--- src/include/spsd_defs.svh ---
// spsd_defs.svh: offsets, field positions, sizes and fifo levels for the
// serial status/data block. assumes a 32-bit avalon-mm byte-addressed map.
`ifndef SPSD_DEFS_SVH
`define SPSD_DEFS_SVH
`define SPSD_OFF_CTRL     16'hF800
`define SPSD_OFF_SIZE     16'hF808
`define SPSD_OFF_GAP      16'hF80C
`define SPSD_OFF_STATUS   16'hF814
`define SPSD_OFF_DATA     16'hF818
`define SPSD_OFF_IRQ_ST   16'hF820
`define SPSD_OFF_IRQ_MASK 16'hF824
`define SPSD_BIT_TXIRQ    15
`define SPSD_BIT_RXIRQ    14
`define SPSD_BIT_OVR      7
`define SPSD_BIT_GAP      3
`define SPSD_BIT_IDLE     2
`define SPSD_BIT_TXSP     1
`define SPSD_BIT_RXDAT    0
`define SPSD_CTRL_CFG     0
`define SPSD_CTRL_STOP    1
`define SPSD_SIZE_8       5'h08
`define SPSD_SIZE_16      5'h10
`define SPSD_FIFO_FULL    3'h4
`define SPSD_TX_IRQ_LVL   3'h2
`define SPSD_IRQ_OVR      0
`define SPSD_IRQ_TXIRQ    1
`define SPSD_IRQ_RXIRQ    2
`endif

--- src/include/spsd_pkg.sv ---
// spsd_pkg.sv: types shared by the serial status/data block.
// assumes spsd_defs.svh for numeric constants.
package spsd_pkg;
    typedef enum logic [1:0] {ST_IDLE, ST_SHIFT, ST_GAP} spsd_state_t;
endpackage

--- src/rtl/spsd_top.sv ---
// spsd_top.sv: status and data registers with 4-deep fifos of a serial
// master. assumes an avalon-mm master on SYS_CLK and a link clock pin.
//
// Local design decision: the Avalon-MM slave port.
`timescale 1ns/1ps
`include "spsd_defs.svh"
module spsd_top
#(
    parameter int DEPTH = 4
)
(
    input  wire logic        SYS_CLK,
    input  wire logic        SRST,
    input  wire logic [15:0] AVS_ADDRESS,
    input  wire logic        AVS_READ,
    input  wire logic        AVS_WRITE,
    input  wire logic [31:0] AVS_WRITEDATA,
    input  wire logic [3:0]  AVS_BYTEENABLE,
    output logic [31:0]      AVS_READDATA,
    output logic             AVS_WAITREQUEST,
    output logic [1:0]       AVS_RESPONSE,
    input  wire logic        LINK_SCK,
    input  wire logic        LINK_MISO,
    output logic             LINK_MOSI,
    output logic             IRQ
);
    import spsd_pkg::*;

    typedef struct packed {
        logic [DEPTH-1:0][15:0] txm;
        logic [DEPTH-1:0][15:0] rxm;
        logic [1:0]             tx_rd;
        logic [1:0]             rx_rd;
        logic [2:0]             tx_cnt;
        logic [2:0]             rx_cnt;
        logic                   ovr;
        logic                   cfg;
        logic                   stop;
        logic [4:0]             size;
        logic [9:0]             gap;
        logic [9:0]             gap_cnt;
        spsd_state_t            st;
        logic                   start;
        logic [15:0]            tx_word;
        logic [2:0]             irq_st;
        logic [2:0]             irq_mask;
        logic                   ack;
        logic [31:0]            rdata;
        logic [1:0]             resp;
        logic                   txirq_prev;
        logic                   rxirq_prev;
    } spsd_reg_t;

    spsd_reg_t q;
    spsd_reg_t d;
    logic        sh_busy;
    logic        sh_done;
    logic [15:0] sh_rx;

    function automatic logic [1:0] slot(input logic [1:0] base,
                                        input logic [2:0] cnt);
        slot = base + cnt[1:0];
    endfunction

    function automatic logic mapped(input logic [15:0] a);
        mapped = (a == `SPSD_OFF_CTRL) || (a == `SPSD_OFF_SIZE) ||
                 (a == `SPSD_OFF_GAP) || (a == `SPSD_OFF_STATUS) ||
                 (a == `SPSD_OFF_DATA) || (a == `SPSD_OFF_IRQ_ST) ||
                 (a == `SPSD_OFF_IRQ_MASK);
    endfunction

    function automatic logic [15:0] fit(input logic [15:0] w,
                                        input logic [4:0] sz);
        fit = (sz == `SPSD_SIZE_16) ? w : {8'h00, w[7:0]};
    endfunction

    logic        tx_irq;
    logic        rx_irq;
    logic        idle;
    logic [15:0] status;
    logic        req;
    logic        acc;
    logic        wr_data;
    logic        rd_data;
    logic        push_tx;
    logic        pop_tx;
    logic        push_rx;
    logic        pop_rx;
    logic [2:0]  ev;

    always_comb
    begin
        // fewer than half the tx slots used counts as room to refill
        tx_irq = q.tx_cnt < `SPSD_TX_IRQ_LVL;
        rx_irq = q.rx_cnt != 3'h0;
        idle = (q.st == ST_IDLE) && (q.tx_cnt == 3'h0 || q.stop);
        status = 16'h0000;
        status[`SPSD_BIT_TXIRQ] = tx_irq;
        status[`SPSD_BIT_RXIRQ] = rx_irq;
        status[13:11] = q.tx_cnt;
        status[10:8] = q.rx_cnt;
        status[`SPSD_BIT_OVR] = q.ovr;
        status[`SPSD_BIT_GAP] = (q.st == ST_GAP);
        status[`SPSD_BIT_IDLE] = idle;
        status[`SPSD_BIT_TXSP] = q.tx_cnt != `SPSD_FIFO_FULL;
        status[`SPSD_BIT_RXDAT] = q.rx_cnt != 3'h0;

        d = q;
        d.start = 1'b0;
        d.ack = 1'b0;
        d.txirq_prev = tx_irq;
        d.rxirq_prev = rx_irq;
        req = (AVS_READ | AVS_WRITE) & ~q.ack;
        // side effects only on the edge that completes the transfer
        acc = (AVS_READ | AVS_WRITE) & q.ack;
        wr_data = acc & AVS_WRITE & (AVS_ADDRESS == `SPSD_OFF_DATA);
        rd_data = acc & AVS_READ & (AVS_ADDRESS == `SPSD_OFF_DATA);
        push_tx = wr_data && q.tx_cnt != `SPSD_FIFO_FULL;
        pop_tx = 1'b0;
        push_rx = sh_done && q.rx_cnt != `SPSD_FIFO_FULL;
        pop_rx = rd_data && q.rx_cnt != 3'h0;
        ev = 3'h0;

        if (push_tx)
            d.txm[slot(q.tx_rd, q.tx_cnt)] = AVS_WRITEDATA[15:0];
        if (push_rx)
            d.rxm[slot(q.rx_rd, q.rx_cnt)] = fit(sh_rx, q.size);
        if (wr_data && q.tx_cnt == `SPSD_FIFO_FULL)
            ev[`SPSD_IRQ_OVR] = 1'b1;

        unique case (q.st)
            ST_IDLE:
            begin
                // shifter empty: hand it the next word
                if (q.tx_cnt != 3'h0 && !q.stop && !q.cfg && !sh_busy)
                begin
                    pop_tx = 1'b1;
                    d.tx_word = q.txm[q.tx_rd];
                    d.start = 1'b1;
                    d.st = ST_SHIFT;
                end
            end
            ST_SHIFT:
            begin
                if (sh_done)
                begin
                    d.gap_cnt = q.gap;
                    d.st = (q.gap != 10'h000) ? ST_GAP : ST_IDLE;
                end
            end
            ST_GAP:
            begin
                d.gap_cnt = q.gap_cnt - 10'h001;
                if (q.gap_cnt == 10'h001)
                    d.st = ST_IDLE;
            end
        endcase

        if (pop_tx)
            d.tx_rd = q.tx_rd + 2'h1;
        if (pop_rx)
            d.rx_rd = q.rx_rd + 2'h1;
        d.tx_cnt = q.tx_cnt + {2'b00, push_tx} - {2'b00, pop_tx};
        d.rx_cnt = q.rx_cnt + {2'b00, push_rx} - {2'b00, pop_rx};

        ev[`SPSD_IRQ_TXIRQ] = tx_irq & ~q.txirq_prev;
        ev[`SPSD_IRQ_RXIRQ] = rx_irq & ~q.rxirq_prev;

        if (req)
        begin
            d.ack = 1'b1;
            d.rdata = 32'h0000_0000;
            d.resp = mapped(AVS_ADDRESS) ? 2'b00 : 2'b11;
            if (AVS_READ)
            begin
                unique case (AVS_ADDRESS)
                    `SPSD_OFF_CTRL:
                        d.rdata = {30'h0, q.stop, q.cfg};
                    `SPSD_OFF_SIZE:
                        d.rdata = {27'h0, q.size};
                    `SPSD_OFF_GAP:
                        d.rdata = {22'h0, q.gap};
                    `SPSD_OFF_STATUS:
                        d.rdata = {16'h0, status};
                    `SPSD_OFF_DATA:
                        // empty fifo reads as zero
                        d.rdata = (q.rx_cnt != 3'h0) ?
                            {16'h0, q.rxm[q.rx_rd]} : 32'h0;
                    `SPSD_OFF_IRQ_ST:
                        d.rdata = {29'h0, q.irq_st};
                    `SPSD_OFF_IRQ_MASK:
                        d.rdata = {29'h0, q.irq_mask};
                    default:
                        d.rdata = 32'h0000_0000;
                endcase
            end
        end

        if (acc && AVS_WRITE)
        begin
            begin
                unique case (AVS_ADDRESS)
                    `SPSD_OFF_CTRL:
                    begin
                        if (AVS_BYTEENABLE[0])
                        begin
                            d.cfg = AVS_WRITEDATA[`SPSD_CTRL_CFG];
                            d.stop = AVS_WRITEDATA[`SPSD_CTRL_STOP];
                        end
                    end
                    `SPSD_OFF_SIZE:
                        if (q.cfg && AVS_BYTEENABLE[0])
                            d.size = AVS_WRITEDATA[4:0];
                    `SPSD_OFF_GAP:
                    begin
                        if (AVS_BYTEENABLE[0])
                            d.gap[7:0] = AVS_WRITEDATA[7:0];
                        if (AVS_BYTEENABLE[1])
                            d.gap[9:8] = AVS_WRITEDATA[9:8];
                    end
                    `SPSD_OFF_STATUS:
                        if (AVS_BYTEENABLE[0] && AVS_WRITEDATA[`SPSD_BIT_OVR])
                            d.ovr = 1'b0;
                    `SPSD_OFF_DATA: ;
                    `SPSD_OFF_IRQ_ST:
                        d.irq_st = q.irq_st & ~AVS_WRITEDATA[2:0];
                    `SPSD_OFF_IRQ_MASK:
                        d.irq_mask = AVS_WRITEDATA[2:0];
                    default: ;
                endcase
            end
        end

        // events win over software clears
        d.irq_st = d.irq_st | ev;
        if (ev[`SPSD_IRQ_OVR])
            d.ovr = 1'b1;
        else if (q.cfg)
            d.ovr = 1'b0;
    end

    always_ff @(posedge SYS_CLK)
    begin
        if (SRST)
        begin
            q <= '0;
            q.txirq_prev <= 1'b1;
        end
        else
            q <= d;
    end

    spsd_shift u_shift
    (
        .clk     (SYS_CLK),
        .srst    (SRST),
        .sck_in  (LINK_SCK),
        .miso_in (LINK_MISO),
        .start   (q.start),
        .tx_word (q.tx_word),
        .wide    (q.size == `SPSD_SIZE_16),
        .mosi    (LINK_MOSI),
        .busy    (sh_busy),
        .done    (sh_done),
        .rx_word (sh_rx)
    );

    assign AVS_WAITREQUEST = (AVS_READ | AVS_WRITE) & ~q.ack;
    assign AVS_READDATA = q.rdata;
    assign AVS_RESPONSE = q.resp;
    assign IRQ = |(q.irq_st & q.irq_mask);
endmodule // spsd_top

--- src/rtl/spsd_shift.sv ---
// spsd_shift.sv: serial shifter, samples the external link clock.
// assumes link clock and miso are asynchronous pins; msb first, mode 0.
`timescale 1ns/1ps
module spsd_shift
(
    input  wire logic        clk,
    input  wire logic        srst,
    input  wire logic        sck_in,
    input  wire logic        miso_in,
    input  wire logic        start,
    input  wire logic [15:0] tx_word,
    input  wire logic        wide,
    output logic             mosi,
    output logic             busy,
    output logic             done,
    output logic [15:0]      rx_word
);
    typedef struct packed {
        logic [1:0]  sck_s;
        logic [1:0]  miso_s;
        logic        sck_prev;
        logic [15:0] sh;
        logic [15:0] rx;
        logic [4:0]  cnt;
        logic        busy;
        logic        done;
    } spsd_sh_t;
    spsd_sh_t q;
    spsd_sh_t d;
    logic rise;
    logic fall;
    always_comb
    begin
        d = q;
        d.sck_s = {q.sck_s[0], sck_in};
        d.miso_s = {q.miso_s[0], miso_in};
        d.sck_prev = q.sck_s[1];
        d.done = 1'b0;
        rise = q.sck_s[1] & ~q.sck_prev;
        fall = ~q.sck_s[1] & q.sck_prev;
        if (start && !q.busy)
        begin
            d.busy = 1'b1;
            d.sh = wide ? tx_word : {tx_word[7:0], 8'h00};
            d.cnt = wide ? 5'h10 : 5'h08;
            d.rx = 16'h0000;
        end
        else if (q.busy && rise)
        begin
            d.rx = {q.rx[14:0], q.miso_s[1]};
            d.cnt = q.cnt - 5'h01;
        end
        else if (q.busy && fall)
        begin
            d.sh = {q.sh[14:0], 1'b0};
            if (q.cnt == 5'h00)
            begin
                d.busy = 1'b0;
                d.done = 1'b1;
            end
        end
    end
    always_ff @(posedge clk)
    begin
        if (srst)
            q <= '0;
        else
            q <= d;
    end
    assign mosi = q.sh[15];
    assign busy = q.busy;
    assign done = q.done;
    assign rx_word = q.rx;
endmodule // spsd_shift

--- config.mk ---
export PLATFORM = sky130hd
export DESIGN_NAME = spsd_top
export DESIGN_NICKNAME = d
export VERILOG_FILES = /design/src/include/spsd_pkg.sv /design/src/rtl/spsd_top.sv /design/src/rtl/spsd_shift.sv
export VERILOG_INCLUDE_DIRS = /design/src /design/src/include
export SDC_FILE = /design/constraint.sdc
export NUM_CORES = 1
export LEC_CHECK = 0
export BUFFER_PORTS_ARGS = -buffer_cell sky130_fd_sc_hd__buf_2
export CAP_MARGIN = 20
export CORE_MARGIN = 2
export CORE_UTILIZATION = 40
export CTS_BUF_LIST = sky130_fd_sc_hd__clkbuf_2 sky130_fd_sc_hd__clkbuf_4 sky130_fd_sc_hd__clkbuf_8
export DETAILED_ROUTE_END_ITERATION = 16
export PLACE_DENSITY = 0.56
export SKIP_CTS_REPAIR_TIMING = 1
export SYNTH_ARGS = -nofsm -noshare
export SYNTH_HDL_FRONTEND = slang
export SYNTH_SLANG_ARGS = --single-unit
export TNS_END_PERCENT = 100
--- constraint.sdc ---
create_clock -name SYS_CLK -period 4.6 [get_ports SYS_CLK]
set_input_delay 0.23 -clock SYS_CLK [delete_from_list [all_inputs] [get_ports SYS_CLK]]
set_output_delay 0.23 -clock SYS_CLK [all_outputs]
set_load 0.03 [all_outputs]
## Word level (Yosys, flattened, before mapping)

Cells that the tools add are included.

| cells by class | value |
|---|---|
| reduce and logical (&&, ||, !) cells | 54 |
| equal/unequal tests | 18 |
| muxes and demuxes | 49 |
| $add $sub $neg | 10 |
| magnitude comparators | 7 |
| bitwise gates (word level) | 22 |

Operators with widths:

| cell | count |
|---|---|
| $mux 16 | 10 |
| $bwmux 64 | 2 |
| $eq 16x16->1 const B | 7 |
| $pmux 16 s7 | 1 |
| $bmux 16 s2 | 2 |
| $demux 16 s2 | 2 |
| $mux 38 | 1 |
| $mux 35 | 1 |
| $mux 21 | 1 |
| $reduce_and 3->1 | 7 |
| $pmux 10 s2 | 1 |
| $mux 19 | 1 |
| $mux 18 | 1 |
| $mux 2 | 9 |
| $logic_and 1x1->1 | 16 |
| $mux 5 | 3 |
| $reduce_bool 3->1 | 5 |
| $lt 2x3->1 const B | 4 |
| $mux 12 | 1 |
| $and 1x1->1 | 10 |
| $eq 10x1->1 const B | 1 |
| $mux 10 | 1 |
| $reduce_bool 10->1 | 1 |
| $sub 10x1->10 const B | 1 |
| 33 further kinds | 71 |

| word-level totals | value |
|---|---|
| input port bits | 58 |
| bits in registers | 272 |

## Longest topological paths before layout

| depth | value |
|---|---|
| depth in word-level cells | 9 |
| gate-level depth with buffers | 12 |

## Hierarchy

A second synthesis with hierarchy kept.

| unflattened totals | value |
|---|---|
| cell total of the unflattened synthesis | 1302 |
| area total of the unflattened synthesis | 12082.8 um^2 |

Modules (own cells, without submodules):

| module | instances | seq. area each (um^2) | cells an instance | area an instance (um^2) |
|---|---|---|---|---|
| spsd_top | 1 | 4224.1 | 1066 | 10099.7 |
| spsd_shift | 1 | 880.8 | 236 | 1983.2 |

## Least setup slack after synthesis

No wires, ideal clock.

| timing | value |
|---|---|
| path type | input -> register |
| from | input port AVS_ADDRESS[9] |
| to | register q[92] (netlist name) |
| setup slack | 1.576 ns |
| library setup time | 0.128 ns |
| cell stages on the path | 12 |
| data arrival time | 2.896 ns |
| path buffers | 2 |
| cells stage by stage | or4b_1 -> clkbuf_1 -> or4_4 -> buf_6 -> nor3_1 -> ha_1 -> inv_1 -> ha_1 -> fa_1 -> xnor2_1 -> xnor2_1 -> nor2_1 |

| between the ends | value |
|---|---|
| word-level cells in the longest chain between the ends | 4 |

Ends and longest elaborated chain:

| element | line | source |
|---|---|---|
| start, declared | spsd_top.sv:14 | `input wire logic [15:0] AVS_ADDRESS,` |
| $eq 16x16->1 | -- |  |
| $and 1x1->1 | spsd_top.sv:117 | `` rd_data = acc & AVS_READ & (AVS_ADDRESS == `SPSD_OFF_DATA); `` |
| $logic_and 1x1->1 | spsd_top.sv:121 | `pop_rx = rd_data && q.rx_cnt != 3'h0;` |
| net pop_rx | spsd_top.sv:88 | `logic pop_rx;` |
| $sub 3x1->3 | spsd_top.sv:164 | `d.rx_cnt = q.rx_cnt + {2'b00, push_rx} - {2'b00, pop_rx};` |
| end, declared | spsd_top.sv:54 | `spsd_reg_t q;` |

The timed path passes the listed nets, and every way through them passes these cells.
A chain may end at the register's enable or synchronous reset.

## Final worst setup path

| timing | value |
|---|---|
| from | register q[94] (netlist name) |
| to | register q[95] (netlist name) |

| between the ends | value |
|---|---|
| word-level cells in the longest chain between the ends | 7 |

Ends and longest elaborated chain:

| element | line | source |
|---|---|---|
| branches (longest 6 deep; another with $add 3x1->3) | -- |  |
| $sub 3x1->3 (*) | spsd_top.sv:163 | `d.tx_cnt = q.tx_cnt + {2'b00, push_tx} - {2'b00, pop_tx};` |

Every way passes the cells marked *.

==> results.md <==
- CP bufs+invs: 2
- Vias/cell: ~5.3
- CP Max Fanout: 19
- Setup TNS: 0 ns
- Clk root buf: clkbuf_8
- Max VDD drop: 0.000186 V
- Yosys reg bits: between 200 and 300
- Via count: approximately 9,100
- CP max stage cell: nand2_1
- Status: complete, no violations
- Num CTS Buffers: 44
- Internal power: about 3.7 mW
- Mapped Area: ~0.011 mm²
- Fin. Hold Viols: 0
- Total track usage: approximately a fifth
- Cell family with most CP delay: simple AND/OR/NAND/NOR gates
- Synth top cells by count: dfxtp_1, nor2_1, nand2_1
- Post-route clock skew: about 0.017 ns
- Worst Path Required: around 5 ns
- # setup viols final: 0
- Area after DPL: around 0.012 mm²
- Largest net degree at the start of global routing: about 130
- Core Area: roughly 0.028 mm²
- Post-route cell area: about 0.013 mm²
- Initial antenna violation count: 0
- Total Wirelength: ~29,000 µm
- CP startpoint kind: flop
- Clock Sinks: approximately 260
- Layout cell share with drive strength beyond 1: ~15%
- Worst-Skew Late Latency: ~0.55 ns
- Net count, final: between 1,000 and 1,500
- Num rows: 61
- Pwr Total: 5.16 mW
- Sequential share of the synthesized area: 44.9%
- Post-synth EDFFs: 0
- Asr flop ratio synth: 0%
- Comb pwr share: between 10% and 20%
- Sequence of cells on the critical path: nor3_1, nor2_1, nand2_1, inv_2, ha_1, inv_1, ha_1, fa_1, xor2_1, nor2_1
- Worst-Margin Slew: approximately 1 ns
- CP arrival: ~3.5 ns
- Primary FF master, synth: dfxtp_1
- Die W: roughly 170 µm
- Antenna viol nets, final: 0
- Final Max Slew Viols: 0
- Remaining Overflow, GRT: 0
- Fmax: 323 MHz
- Power Density: 406 mW/mm²
- Most frequent cell after synthesis: dfxtp_1
- Final period util: about two thirds
- Pleak: between 4 and 5 nW
- Buffers on Ports: 60
- Crit Path Class: flop to flop
- Slew HR: about a third
- Synth Instances: 1,264
- Die Y: ~170 µm
- Dpl hpwl: 18,600 µm
- Top cells by area, synth: dfxtp_1, mux2i_1, nor2_1, mux4_2, a21oi_1
- 1st-pass router iterations: 5
- Total of max-cap violations: 0
- Gpl congestion: about 0.84
- Synth Warn #: 0
- RSZ-0062 raised after global routing: no
- Reg clk slew, reported paths: about 0.06 ns
- Routed wire length per instance: roughly 17 µm
- Delay of the slowest critical-path stage: 0.54 ns
- Power share of the clock group: between 30% and 40%
- CTS tree: done
- Syn_area_per_cell: approximately 9 µm²
- Flop pwr share: about 46%
- Top cell type's share of synthesized area: between 40% and 50%
- Switching pwr: roughly 1.5 mW
- CTS H-tree lvls: 2
- Vias in the first global route: 8,561
- Final min period: roughly 3.1 ns
- Hold/Removal Path Class: input port to flop
- DRC Markers: 0
- CP Capture Type: flop
- CTS Buffer Depth: 3
- Die area: 0.0298 mm²
- I/O pin count: 95
- Sw frac: 28.3%
- Effective utilization at floorplan: 40.8%
- Cell taking the most area after synthesis: dfxtp_1
- Layout area overhead: 12.0%
- Post-synthesis cell type count: between 60 and 70
- Global-route wire length before repair: 47,000 µm
- Antenna fix cells: 0
- Drt initial violations: ~600
cell usage in the layout (no fill, tap or decap), types with 11 or more instances in the layout:
master / netlist / layout
dfxtp_1: 255 / 255
ha_1: 13 / 13
mux2i_1: 102 / 102
nor4_1: 17 / 17
inv_1: 18 / 18
buf_2: 3 / 59
nand3_1: 40 / 40
buf_4: 34 / 15
conb_1: 1 / 16
clkbuf_8: 0 / 54
a21oi_1: 119 / 119
nor2b_1: 11 / 11
mux4_2: 32 / 32
o21ai_0: 26 / 26
nor2_1: 199 / 199
nor3_1: 22 / 21
clkbuf_4: 0 / 11
nand2_1: 158 / 158
sequential cells by signal, indices dropped and copies added (netlist names):
name	cells
AVS_READDATA	16
u_shift.busy	1
u_shift.rx_word	16
u_shift.d	3
u_shift.q	22
q	194
u_shift.done	1
u_shift.mosi	1
AVS_RESPONSE	1
path summary, 6_finish.rpt:
kind,from,cells past startpoint,slack [ns],to
hold reg to reg,u_shift.d[43],1,0.43,u_shift.d[39]
setup / recovery,q[94],10,1.50,q[95]
hold / removal,AVS_WRITEDATA[8],3,0.006,q[204]
setup reg to reg,q[94],10,1.50,q[95]
worst register-to-register path, delay by kind of cell, from the launching register on:
| kind | cells | cell delay (ns) |
|---|---|---|
| simple gates | 4 | 1.11 |
| flops | 1 | 0.39 |
| fa+ha+maj | 3 | 0.94 |
| xor+xnor | 1 | 0.15 |
| buf+inv | 2 | 0.38 |
final cells by class:
class                   count  area (µm²)
clock inverters             9        57.6
well taps                 378         473
flip-flops and latches    255        5100
inverters                  20        75.1
multi-input cells         886        5640
repair buffers             87         551
fillers                  2765       15100
clock buffers              65         826
metrics by stage:
step	hold slack, ns	worst slack, ns	utilization (%)	cells
3_5_place_dp	0.422	1.26	42.1	1615
2_1_floorplan	0.358	1.58	-	1279
4_1_cts	-0.114	1.46	45.3	1689
5_1_grt	0.00497	1.22	45.7	1700
3_3_place_gp	0.422	1.27	42.1	1614
6_report	0.00598	1.50	45.7	1700
power by group through the flow:
stage	Combinational, mW	Clock, mW	Sequential (mW)
final	0.741	2.06	2.36
after global routing	0.832	2.22	2.37
after CTS	0.742	2.12	2.36
after detailed placement	0.739	0	2.41
after global placement	0.732	0	2.41
after floorplan	0.567	0	2.39
metal layers:
| layer | routed length (µm) | vias up | GRT usage, % |
|---|---|---|---|
| met1 | 13800 | 4310 | 26.9 |
| li1 | - | 4446 | - |
| met3 | 1700 | 49 | 3.80 |
| met2 | 13000 | 258 | 30.0 |
| met4 | 792 | 0 | 6.84 |
| met5 | 0 | - | 0 |
cell families after synthesis:
logic type | count (synthesis) | share of synthesized area (%)
xor gates and xnor gates | 10 | 1.15
muxes | 134 | 15.3
adders and majority gates | 15 | 1.78
AOI/OAI and AO/OA | 205 | 10.8
other | 1 | 0.0330
DFF | 255 | 44.9
buffers and inverters | 138 | 5.98
and+or+nand+nor | 506 | 20.0
Power figures use the tool's default switching activity.
